<file path="config.mk">
export PLATFORM = sky130hd
export DESIGN_NAME = rss_slot_config
export DESIGN_NICKNAME = d
export VERILOG_FILES = /design/src/rtl/rss_pkg.sv /design/src/rtl/rss_slot_config.sv /design/src/rtl/rss_slot_decode.sv
export VERILOG_INCLUDE_DIRS = /design/src /design/src/rtl
export SDC_FILE = /design/constraint.sdc
export NUM_CORES = 1
export LEC_CHECK = 0
export BUFFER_PORTS_ARGS = -buffer_cell sky130_fd_sc_hd__buf_2
export CORE_MARGIN = 2
export CORE_UTILIZATION = 50
export CTS_BUF_LIST = sky130_fd_sc_hd__clkbuf_2
export DETAILED_ROUTE_END_ITERATION = 10
export GPL_ROUTABILITY_DRIVEN = 1
export PLACE_DENSITY = 0.74
export SYNTH_ARGS = -nofsm -noshare
export SYNTH_HDL_FRONTEND = slang
export SYNTH_SLANG_ARGS = --single-unit
</file>
<file path="constraint.sdc">
create_clock -name sys_clk -period 1.7 [get_ports sys_clk]
set_input_delay 0.255 -clock sys_clk [delete_from_list [all_inputs] [get_ports sys_clk]]
set_output_delay 0.255 -clock sys_clk [all_outputs]
set_load 0.03 [all_outputs]
</file>
<file path="src/rtl/rss_cfg.svh">
// Register offsets, field positions, reset values and slot codes for the slot config block
`ifndef RSS_CFG_SVH
`define RSS_CFG_SVH

// Register subaddresses
`define RSS_SEQ_SW_REG_ADDR 8'h25
`define RSS_SEQ_GP_REG_ADDR 8'h26

// Reset values of both registers
`define RSS_SEQ_SW_REG_RESET 8'h73
`define RSS_SEQ_GP_REG_RESET 8'h03

// Field positions, low nibble and high nibble
`define RSS_LO_FIELD_LSB 0
`define RSS_HI_FIELD_LSB 4

// Field reset values
`define RSS_SWITCH_ONE_RESET 4'h7
`define RSS_LIN_REG_RESET 4'h3
`define RSS_GP_THREE_RESET 4'h0
`define RSS_GP_ONE_RESET 4'h3

// Slot codes that select a strobe
`define RSS_SLOT_FIRST 4'h3
`define RSS_SLOT_LAST 4'hA

// Strobes that serve the backup domain only
`define RSS_BACKUP_STROBES 2

`endif

</file>
<file path="src/rtl/rss_pkg.sv">
// Types shared by the slot config block
package rss_pkg;

	// Whole state of the slot config block
	typedef struct packed {
		logic [7:0] sw_reg;
		logic [7:0] gp_reg;
		logic armed;
		logic [3:0] enable;
		logic [7:0] rd_data;
		logic rd_valid;
		logic wr_ack;
		logic wr_reject;
	} rss_state_t;

endpackage

</file>
<file path="src/rtl/rss_slot_config.sv">
// Sequencer slot registers and strobe matching for switch, regulator and two outputs
`timescale 1ns/1ps
`include "rss_cfg.svh"
// Behaviour
// RL1: The switch-one slot sits in bits 7..4 of the switch/regulator register, read-write, restorable, reset 7h.
// RL2: The linear regulator slot sits in bits 3..0 of that register, read-write, restorable, reset 3h.
// RL3: The general output three slot sits in bits 7..4 of the general register, read-write, restorable, reset 0h.
// RL4: The general output one slot sits in bits 3..0 of the general register, read-write, restorable, reset 3h.
// RL5: A slot of 3h to Ah enables its output at the strobe of the same number.
// RL6: A slot of 0h, 1h or 2h leaves its output untouched by the sequencer.
// RL7: A slot of Bh to Fh leaves its output outside sequencer control.
// RL8: A register write is taken only after an unlock, and each unlock covers one write.
// RL9: Strobes 1 and 2 run only while the freshness seal flag is zero.

module rss_slot_config
	import rss_pkg::*;
(
	// Clock and reset
	input wire logic sys_clk,
	input wire logic srst,
	// Register access from the management interface
	input wire logic [7:0] reg_addr,
	input wire logic reg_wr_en,
	input wire logic [7:0] reg_wr_data,
	input wire logic reg_rd_en,
	output logic [7:0] reg_rd_data,
	output logic reg_rd_valid,
	output logic reg_wr_ack,
	output logic reg_wr_reject,
	// Password unlock grant
	input wire logic unlock_pulse,
	// Restore from nonvolatile storage
	input wire logic nv_load,
	input wire logic [7:0] nv_sw_reg,
	input wire logic [7:0] nv_gp_reg,
	// Sequencer strobes
	input wire logic [10:1] strobe_active,
	input wire logic seq_clear,
	input wire logic freshness_seal_flag,
	output logic [`RSS_BACKUP_STROBES-1:0] backup_strobe_go,
	// Per output: 0 regulator, 1 switch, 2 output one, 3 output three
	output logic [3:0] seq_enable,
	output logic [3:0] seq_controlled
);

	rss_state_t st;
	rss_state_t next_st;
	logic [3:0] slot [4];
	logic [3:0] hit;
	logic addr_hit;

	////////////////////////////////////////////////////////////////////////////
	// Slot fields per output
	assign slot[0] = st.sw_reg[`RSS_LO_FIELD_LSB +: 4]; // RL2
	assign slot[1] = st.sw_reg[`RSS_HI_FIELD_LSB +: 4]; // RL1
	assign slot[2] = st.gp_reg[`RSS_LO_FIELD_LSB +: 4]; // RL4
	assign slot[3] = st.gp_reg[`RSS_HI_FIELD_LSB +: 4]; // RL3

	// One decoder per output
	genvar gi;
	generate
		for (gi = 0; gi < 4; gi++)
		begin : g_slot
			rss_slot_decode u_dec (
				.slot(slot[gi]),
				.strobe_active(strobe_active),
				.controlled(seq_controlled[gi]),
				.hit(hit[gi])
			);
		end
	endgenerate

	// Backup strobes gated by the freshness seal
	assign backup_strobe_go = freshness_seal_flag ? '0 : strobe_active[2:1]; // RL9

	assign addr_hit = (reg_addr == `RSS_SEQ_SW_REG_ADDR) || (reg_addr == `RSS_SEQ_GP_REG_ADDR);

	////////////////////////////////////////////////////////////////////////////
	// Next state
	always_comb
	begin
		next_st = st;
		next_st.rd_valid = 1'b0;
		next_st.wr_ack = 1'b0;
		next_st.wr_reject = 1'b0;
		// Register read, unmapped reads as zero
		if (reg_rd_en)
		begin
			next_st.rd_valid = 1'b1;
			if (reg_addr == `RSS_SEQ_SW_REG_ADDR)
				next_st.rd_data = st.sw_reg;
			else if (reg_addr == `RSS_SEQ_GP_REG_ADDR)
				next_st.rd_data = st.gp_reg;
			else
				next_st.rd_data = 8'h00;
		end
		// Protected write consumes the unlock
		if (reg_wr_en)
		begin
			if (addr_hit && st.armed)
			begin
				next_st.wr_ack = 1'b1; // RL8
				if (reg_addr == `RSS_SEQ_SW_REG_ADDR)
					next_st.sw_reg = reg_wr_data; // RL1 RL2
				else
					next_st.gp_reg = reg_wr_data; // RL3 RL4
			end
			else
				next_st.wr_reject = 1'b1; // RL8
			if (addr_hit)
				next_st.armed = 1'b0; // RL8
		end
		// New unlock wins over the consuming write
		if (unlock_pulse)
			next_st.armed = 1'b1; // RL8
		// Restore overrides a write in the same cycle
		if (nv_load)
		begin
			next_st.sw_reg = nv_sw_reg; // RL1 RL2
			next_st.gp_reg = nv_gp_reg; // RL3 RL4
		end
		// Strobe match sets, clear loses to a match
		next_st.enable = (st.enable & ~{4{seq_clear}}) | hit; // RL5 RL6 RL7
		if (srst)
		begin
			next_st = '0;
			next_st.sw_reg = `RSS_SEQ_SW_REG_RESET; // RL1 RL2
			next_st.gp_reg = `RSS_SEQ_GP_REG_RESET; // RL3 RL4
		end
	end

	// State register
	always_ff @(posedge sys_clk)
	begin
		st <= next_st;
	end

	////////////////////////////////////////////////////////////////////////////
	// Outputs from flip-flops
	assign reg_rd_data = st.rd_data;
	assign reg_rd_valid = st.rd_valid;
	assign reg_wr_ack = st.wr_ack;
	assign reg_wr_reject = st.wr_reject;
	assign seq_enable = st.enable;
endmodule

</file>
<file path="src/rtl/rss_slot_decode.sv">
// Decoder of one slot field against the strobe lines
`timescale 1ns/1ps
`include "rss_cfg.svh"

module rss_slot_decode
	import rss_pkg::*;
(
	// Slot field
	input wire logic [3:0] slot,
	// Strobe lines, bit n is strobe n
	input wire logic [10:1] strobe_active,
	// Decode results
	output logic controlled,
	output logic hit
);

	logic [15:0] strobe_map;

	// Codes 3 to A pick a strobe, all others leave the output alone
	always_comb
	begin
		strobe_map = {5'h00, strobe_active, 1'b0};
		controlled = (slot >= `RSS_SLOT_FIRST) && (slot <= `RSS_SLOT_LAST); // RL5 RL6 RL7
		hit = controlled && strobe_map[slot]; // RL5
	end

endmodule

</file>
**Word level (Yosys, flattened, before mapping)**

Index checks and enable logic that the tools add are counted.

- Register bits: 32
- Output and inout port bits: 21

- $lt $le $gt $ge: 12
- Eq/ne operators: 3
- Muxes and demuxes: 21
- Bitwise gates (word level): 4
- Reductions and logical operators: 19

Operators by type and width:

| cell | count |
|---|---|
| two-way mux 16 bit | 2 |
| two-way mux 8 bit | 4 |
| less-than comparator 4 x 5 -> 1 bit, second input constant | 4 |
| two-way mux 17 bit | 1 |
| binary-select mux 1 bit (select 4 bit) | 4 |
| equality test 8 x 6 -> 1 bit, second input constant | 2 |
| greater-or-equal comparator 4 x 2 -> 1 bit, second input constant | 4 |
| less-or-equal comparator 4 bit, second input constant | 4 |
| nonzero test 2 bit | 5 |
| logical AND 1 bit | 9 |
| two-way mux 1 bit | 9 |
| AND reduction 3 bit | 2 |
| bitwise AND 4 bit | 1 |
| inverter 4 bit | 1 |
| OR 4 bit | 1 |
| two-way mux 2 bit | 1 |
| inequality test 2 bit, second input constant | 1 |
| AND reduction 2 bit | 1 |
| OR reduction 2 bit | 1 |
| logical OR 1 bit | 1 |
| inverter 1 bit | 1 |

**Longest topological paths before layout**

Gate-level depths: netlist (run 1).

- Depth after elaboration: 6
- Mapped depth: 5

**Hierarchy**

Synthesis (run 1) repeated with hierarchy kept, for this count alone.

- Cell total of the unflattened synthesis: 270
- Area total of the unflattened synthesis: 2,288.4 sq um

Modules (own cells, without submodules):

| module | times used | cells each | area each (sq um) |
|---|---|---|---|
| rss_slot_config | 1 | 210 | 1,818.0 |
| rss_slot_decode | 4 | 15 | 117.6 |

**Worst setup path after synthesis (run 1)**

Ideal clock, no wire load.

- Path type: input to register
- Start point: input port srst
- End point: register st, in the netlist slot[12]
- Setup time: 0.119 ns
- Arrival time: 1.163 ns
- Data required time: 1.581 ns
- Setup slack: 0.418 ns
- Cell stages on the path: 5
- Cells stage by stage: buf_2 > or2_0 > clkbuf_1 > a311o_1 > o221a_2

RTL lines:

| item | RTL line | text |
|---|---|---|
| from (decl) | rss_slot_config.sv:20 | `input wire logic srst,` |
| to (signal assigned) | rss_slot_config.sv:135 | `st <= next_st;` |
| to (decl) | rss_slot_config.sv:46 | `rss_state_t st;` |

**Worst setup path after layout (run 1)**

- Start point: register st, in the netlist slot[13]
- End point: output port seq_controlled[0]

- Longest elaborated chain between the ends: 2
- Elaborated cells between the ends (all ways): 3
- Classes of those cells: order compare: 2; reduce/logical: 1

Ends and longest elaborated chain:

| item | RTL line | text |
|---|---|---|
| greater-or-equal comparator 4 x 2 -> 1 bit (no line) / less-or-equal comparator 4 bit (equally long branches) | n/a |  |
| logical AND 1 bit * | rss_slot_decode.sv:23 | `` controlled = (slot >= `RSS_SLOT_FIRST) && (slot <= `RSS_SLOT_LAST); `` |
| to (decl) | rss_slot_config.sv:43 | `output logic [3:0] seq_controlled` |

Every way passes the cells marked *; elsewhere a longest branch is shown, timed or not.

==> results of run 1 <==
==> per-stage QoR <==
stage / cells / cell area, µm²
floorplan: 289 / 2450
global placement: 389 / 2680
detailed placement: 389 / 2680
CTS: 397 / 2760
global route: 397 / 2760
finish: 397 / 2760
==> logic make-up after synthesis <==
| logic type | after synthesis | share of synthesized area (%) |
|---|---|---|
| DFF | 32 | 26.1 |
| xor gates and xnor gates | 4 | 1.43 |
| buffers and inverters | 56 | 13.1 |
| AOI/OAI and AO/OA | 91 | 29.3 |
| and+or+nand+nor | 96 | 25.9 |
| muxes | 10 | 4.08 |
==> layout make-up <==
cell class	count	area share (%)
Sequential cell	32	23.6
Clock inverter	3	1.54
Tap cell	67	3.03
Timing Repair Buffer	79	15.6
Multi-Input combinational cell	201	54.0
Inverter	10	1.36
Clock buffer	5	0.906
==> path summary, 6_finish.rpt <==
path / to / slack [ns] / cells past startpoint
setup reg to reg: slot[15]$_SDFFE_PP0P_ / 0.21 / 3
hold reg to reg: reg_rd_data[4]$_SDFFE_PP0P_ / 0.48 / 2
hold / removal: st[15]$_SDFFE_PP0P_ / 0.10 / 3
setup / recovery: seq_controlled[0] / 0.10 / 3
==> cell usage in the layout, fill, tap and decap left out, types with 2 or more instances in the layout <==
master and instances:
a221oi_1 6, mux2i_1 10, o311a_1 2, dfxtp_1 23
clkbuf_2 5, nor2_1 21, buf_4 8, a32o_1 4
or3b_2 4, buf_2 70, a311o_1 6, a221o_1 7
xnor2_1 4, or3_1 2, dfxtp_2 9, a31o_2 2
o221a_2 2, a311oi_1 10, and2_1 4, a211oi_1 6
o21ai_0 4, nor2b_1 16, inv_1 10, nand2b_1 11
o311ai_0 4, a21oi_1 24, o221a_1 2, and3_1 2
nand3_1 9, o2111ai_1 10, and3b_1 16
==> state kept, by name, summed over array words and instances (netlist names) <==
name	count
slot	16
reg_rd_data	8
seq_enable	4
reg_rd_valid	1
reg_wr_ack	1
reg_wr_reject	1
st	1
==> tightest hold or removal path, delay by kind of cell <==
kind | cells | cell delay (ns)
buffers and inverters | 2 | 0.15
AO/OA/AOI/OAI | 1 | 0.07
==> metal layers <==
| metal | track usage [%] | vias up |
|---|---|---|
| li1 | - | 1163 |
| met3 | 5.15 | 15 |
| met2 | 40.4 | 107 |
| met1 | 31.6 | 1133 |
| met4 | 10.7 | 0 |
| met5 | 0 | - |
==> timing repair <==
item	4_1_cts	5_1_grt
gates resized for setup	3	6
cloned	0	0
setup endpoints to repair	3	4
==> power by group through the flow <==
| stage | Sequential (W) | Clock (W) | Combinational [W] |
|---|---|---|---|
| 2_1_floorplan | 0.000841 | 0 | 0.000394 |
| 3_3_place_gp | 0.000886 | 0 | 0.000469 |
| 3_5_place_dp | 0.000888 | 0 | 0.000479 |
| 4_1_cts | 0.000873 | 0.000532 | 0.000481 |
| 5_1_grt | 0.000885 | 0.000578 | 0.000526 |
| 6_report | 0.000877 | 0.000523 | 0.000482 |
==> results by group, run 1 <==
Outcome
  • Status: finished clean

Setup path
  • Critical path arrival: 1.34 ns
  • Crit-path slowest cell: dfxtp_2
  • FF-to-FF Start: st[15]$_SDFFE_PP0P_
  • Cell Chain, Critical Path: a21oi_1 -> xnor2_1 -> buf_2
  • WP data required: 1.44 ns
  • Crit. End Element: primary output
  • CP startpoint kind: register
  • Worst Path Max Fanout: 10
  • Setup CP Type: reg -> out
  • Critical Path Source: slot[13]$_SDFFE_PP1P_
  • Worst path bufs/invs: 1
  • Delay-heaviest family, CP: flip-flops
  • Max incr delay on CP: 0.51 ns

Detailed routing
  • Top sig layer: met4
  • Final wirelength: 6600 µm
  • Via Count: 2418
  • Wl on met1: 2790 µm
  • DR iter-0 viols: 199
  • Pre-antenna DRT Iters: 4
  • Number of vias per cell: 6.09
  • Post-DR wirelength/cell: 16.6 µm
  • Routed wl met2: 3170 µm
  • Post-DRT Antenna Nets: 0
  • Post-route DRC: 0
  • DR WL met3: 508 µm

Clocking
  • CTS Sinks: 32
  • CTS max path bufs: 2
  • Post-CTS setup buffers: 0
  • Worst-path clk slew: 0.19 ns
  • H-tree depth: 2
  • Clock Tree Root: clkbuf_2
  • Clk_lat worst skew: 0.38 ns
  • CTS tree: yes
  • Hold Buf Count CTS: 0
  • CTS buffer count: 5

Cells and area
  • Finished Core Util: 58.5%
  • Share of layout cells above drive strength 1: 33.6%
  • Area grow syn2layout: 12.5%
  • FF+latch area: 652 µm²
  • Fill count: 446
  • N_diodes: 0
  • Final net count: 379
  • Area of the multi-input gates: 0.00149 mm²

Power and ir drop
  • Comb pwr share: 25.6%
  • Clock share of power: 27.8%
  • NetSw: 0.000622 W
  • P_leak: 1.21 nW
  • Flop pwr share: 46.6%
  • Sw frac: 33.1%
  • Power Total: 0.00188 W
  • Peak VDD IR: 0.000373 V
  • Pint: 0.00126 W
  • PD cells: 681 mW/mm²

GRT
  • First-pass GRT wire length: 10400 µm
  • Total gr overflow: 0
  • GRT Util Overall: 24.7%
  • Vias in the first global route: 2179
  • Largest net degree at the start of global routing: 32
  • Antenna violations before repair: 0

Timing
  • Least-Margin Pin Slew: 0.480 ns
  • Tmin final: 1.60 ns
  • Slack of the critical path: 0.101 ns
  • Max Fclk: 625 MHz
  • Slew headroom: 68.0%
  • RSZ-0062 raised after global routing: false
  • Max-slew violations: 0
  • Period utilization: 94.1%
  • Final Skew: 0.0299 ns
  • Endpoints failing setup: 0
  • Fin Setup TNS: 0 ns
  • Final hold slack: 0.105 ns
  • Final Hold Viols: 0

Die
  • Core ar.: 0.00472 mm²
  • Die Ht: 74.1 µm
  • Die Wd: 74.1 µm
  • Site row count: 25
  • DIE AREA: 0.00549 mm²
  • # IOs: 71
  • Starting density of the core: 52.0%

Yosys
  • Post-synthesis sequential area ratio: 26.1%
  • Most common cell in the netlist: dfxtp_1
  • Syn_area_per_cell: 8.49 µm²
  • Cell area after synthesis: 0.00245 mm²
  • Post-synth top cells: dfxtp_1, a21oi_1, nor2_1, buf_4
  • Seq cells post-synth: 32
  • Top_reg_cell synth: dfxtp_1
  • Ys async rst share: 0%
  • Synth Instances: 289
  • Synth top area cells: dfxtp_1, buf_4, and3b_1, a21oi_1, mux2i_1
  • Yosys cell types: 46
  • Synth area leader: dfxtp_1
  • Syn Nets: 339
  • Area share of the leading cell type in the synthesized netlist: 26.1%
  • EDFF count, synth: 0
  • Yosys synthesis warning count: 0

Placement
  • DP HPWL: 4670 µm
  • Number of port buffers: 70
  • Placer congestion estimate: 0.896
  • Pre-CTS setup slack: 0.223 ns

Flow run
  • Max-cap violations: 0

Worst hold path
  • Min-delay src: unlock_pulse
  • Hold Crit Class: in -> reg
(Power assumes the default switching activity.)
==> run 2, diff against run 1 <==
--- a/config.mk
+++ b/config.mk
@@ -12,7 +12,9 @@
 export CTS_BUF_LIST = sky130_fd_sc_hd__clkbuf_2
 export DETAILED_ROUTE_END_ITERATION = 10
 export GPL_ROUTABILITY_DRIVEN = 1
+export MAX_ROUTING_LAYER = met4
 export PLACE_DENSITY = 0.74
+export RECOVER_POWER = 25
 export SYNTH_ARGS = -nofsm -noshare
 export SYNTH_HDL_FRONTEND = slang
 export SYNTH_SLANG_ARGS = --single-unit
==> results by group, run 2 (synthesis results as in run 1) <==
Outcome
  • Status: finished clean

Cells and area
  • Final Non-Filler Cells: 397 (unchanged)
  • Area grow syn2layout: 11.9%
  • Share of layout cells above drive strength 1: 31.5% (-2.1 points)
  • Final net count: 379 (unchanged)
  • Register bank with the most flops: slot
  • Commonest cells after routing, fill and taps aside: buf_2, a21oi_1, dfxtp_1
  • N_diodes: 0 (unchanged)
  • Most common cell after layout, fill and taps aside: buf_2
  • Number of flip-flops in the largest register: 16 (unchanged)

Power and ir drop
  • Peak VDD IR: 0.000374 V (+0.18%)
  • PD cells: 686 mW/mm² (+0.71%)
  • Power Total: 0.00188 W (+0.17%)
  • P_leak: 1.19 nW (-1.6%)

Setup path
  • Delay-heaviest family, CP: simple AND/OR/NAND/NOR gates
  • Crit-path slowest cell: and2b_1
  • Worst Path Max Fanout: 23 (+13)
  • Max incr delay on CP: 0.70 ns (+0.19 ns)
  • Setup CP Type: in -> reg
  • Critical Path Source: reg_addr[4]
  • Crit. End Element: register
  • WP data required: 2.02 ns (+0.58 ns)
  • CP startpoint kind: primary input
  • Worst path bufs/invs: 2 (+1)
  • FF-to-FF Start: st[15]$_SDFFE_PP0P_
  • Critical path arrival: 1.91 ns (+0.57 ns)
  • Cell Chain, Critical Path: buf_2 -> and2b_1 -> clkbuf_1 -> o2111ai_1 -> a21oi_1

Timing
  • Least-Margin Pin Slew: 0.877 ns (+0.396 ns)
  • Max-slew violations: 0 (unchanged)
  • Final Skew: 0.0342 ns (+0.00430 ns)
  • RSZ-0062 raised after global routing: false
  • Final Hold Viols: 0 (unchanged)
  • Fin Setup TNS: 0 ns (unchanged)
  • Slew headroom: 41.6% (-26 points)
  • Max Fclk: 629 MHz (+0.52%)
  • Period utilization: 93.6% (-0.49 points)
  • Tmin final: 1.59 ns (-0.00827 ns)
  • Endpoints failing setup: 0 (unchanged)

Detailed routing
  • DR iter-0 viols: 150 (-25%)
  • Final wirelength: 6620 µm (+0.35%)
  • Post-DR wirelength/cell: 16.7 µm (+0.35%)
  • Number of vias per cell: 6.16 (+1.1%)
  • Post-route DRC: 0 (unchanged)
  • Via Count: 2444 (+1.1%)
  • Post-DRT Antenna Nets: 0 (unchanged)
  • Pre-antenna DRT Iters: 4 (unchanged)

Clocking
  • Clk_lat worst skew: 0.38 ns (about the same)
  • CTS buffer count: 5 (unchanged)
  • Worst-path clk slew: 0.19 ns (about the same)
  • H-tree depth: 2 (unchanged)
  • Post-CTS setup buffers: 0 (unchanged)
  • Clock Tree Root: clkbuf_2
  • CTS Sinks: 32 (unchanged)
  • CTS max path bufs: 2 (unchanged)
  • Hold Buf Count CTS: 0 (unchanged)
  • CTS tree: yes

GRT
  • First-pass GRT wire length: 10400 µm (about the same)
  • Antenna violations before repair: 0 (unchanged)
  • Largest net degree at the start of global routing: 32 (unchanged)
  • Vias in the first global route: 2181 (+0.092%)
  • Total gr overflow: 0 (unchanged)
  • GRT Util Overall: 25.6% (+0.89 points)

Die
  • Die Ht: 74.1 µm (unchanged)
  • Site row count: 25 (unchanged)
  • # IOs: 71 (unchanged)
  • DIE AREA: 0.00549 mm² (unchanged)
  • Starting density of the core: 52.0% (unchanged)
  • Die Wd: 74.1 µm (unchanged)
  • Core ar.: 0.00472 mm² (unchanged)

Placement
  • Placer congestion estimate: 0.911 (+1.7%)
  • Number of port buffers: 70 (unchanged)
  • Cells after DPL: 389 (unchanged)
  • DP HPWL: 4670 µm (unchanged)

Worst hold path
  • Min-delay src: unlock_pulse
  • Hold Crit Class: in -> reg

Flow run
  • Max-cap violations: 0 (unchanged)
-- run 2: power by group --
| part | total, W | internal (W) | switching, W |
|---|---|---|---|
| logic | 0.000482 | 0.000214 | 0.000268 |
| registers | 0.000878 | 0.000798 | 0.0000793 |
| clock network | 0.000525 | 0.000246 | 0.000279 |
| total | 0.00188 | 0.00126 | 0.000626 |
-- run 2: worst register-to-register path, stage by stage, from the launching register on --
cell,delay [ns]
dfxtp_1,0.52
nand2_2,0.30
a221oi_1,0.40
o311a_1,0.22
-- run 2: what timing repair did --
action | CTS | global route
gates resized for setup | 3 | 8
endpoints found under the setup margin | 3 | 4
hold endpoints to repair | 0 | 0
-- run 2: per-stage QoR --
| step | cell area, µm² | utilization (%) | hold slack [ns] | worst slack, ns |
|---|---|---|---|---|
| finish | 2750 | 58.2 | 0.113 | 0.109 |
| global route | 2750 | 58.2 | 0.0697 | 0.00220 |
| CTS | 2760 | 58.3 | 0.0879 | 0.00493 |
| detailed placement | 2680 | 56.8 | 0.458 | 0.223 |
| global placement | 2680 | 56.8 | 0.442 | 0.261 |
| floorplan | 2450 | - | 0.370 | 0.418 |
-- run 2: final timing paths --
path / endpoint / slack (ns) / depth (start not counted)
worst min register to register: reg_rd_data[4]$_SDFFE_PP0P_ / 0.48 / 2
worst max-delay path: reg_rd_data[5]$_SDFFE_PP0P_ / 0.11 / 5
worst max register to register: slot[0]$_SDFFE_PP0P_ / 0.19 / 3
worst min-delay path: st[15]$_SDFFE_PP0P_ / 0.11 / 3
-- run 2: area by class of cell --
class | count | area (µm²)
repair buffers | 79 | 420
multi-input cells | 201 | 1490
well taps | 67 | 83.8
fillers | 449 | 1980
clock buffers | 5 | 25.0
inverters | 10 | 37.5
clock inverters | 3 | 42.5
flip-flops and latches | 32 | 653
-- run 2: per-layer routing --
metal  global-route usage (%)  vias up  wire length [µm]
met1                     31.4     1148              2920
met4                     10.7        0                86
li1                         -     1160                 -
met3                     5.56       10               470
met5                        -        -                 0
met2                     40.7      126              3140
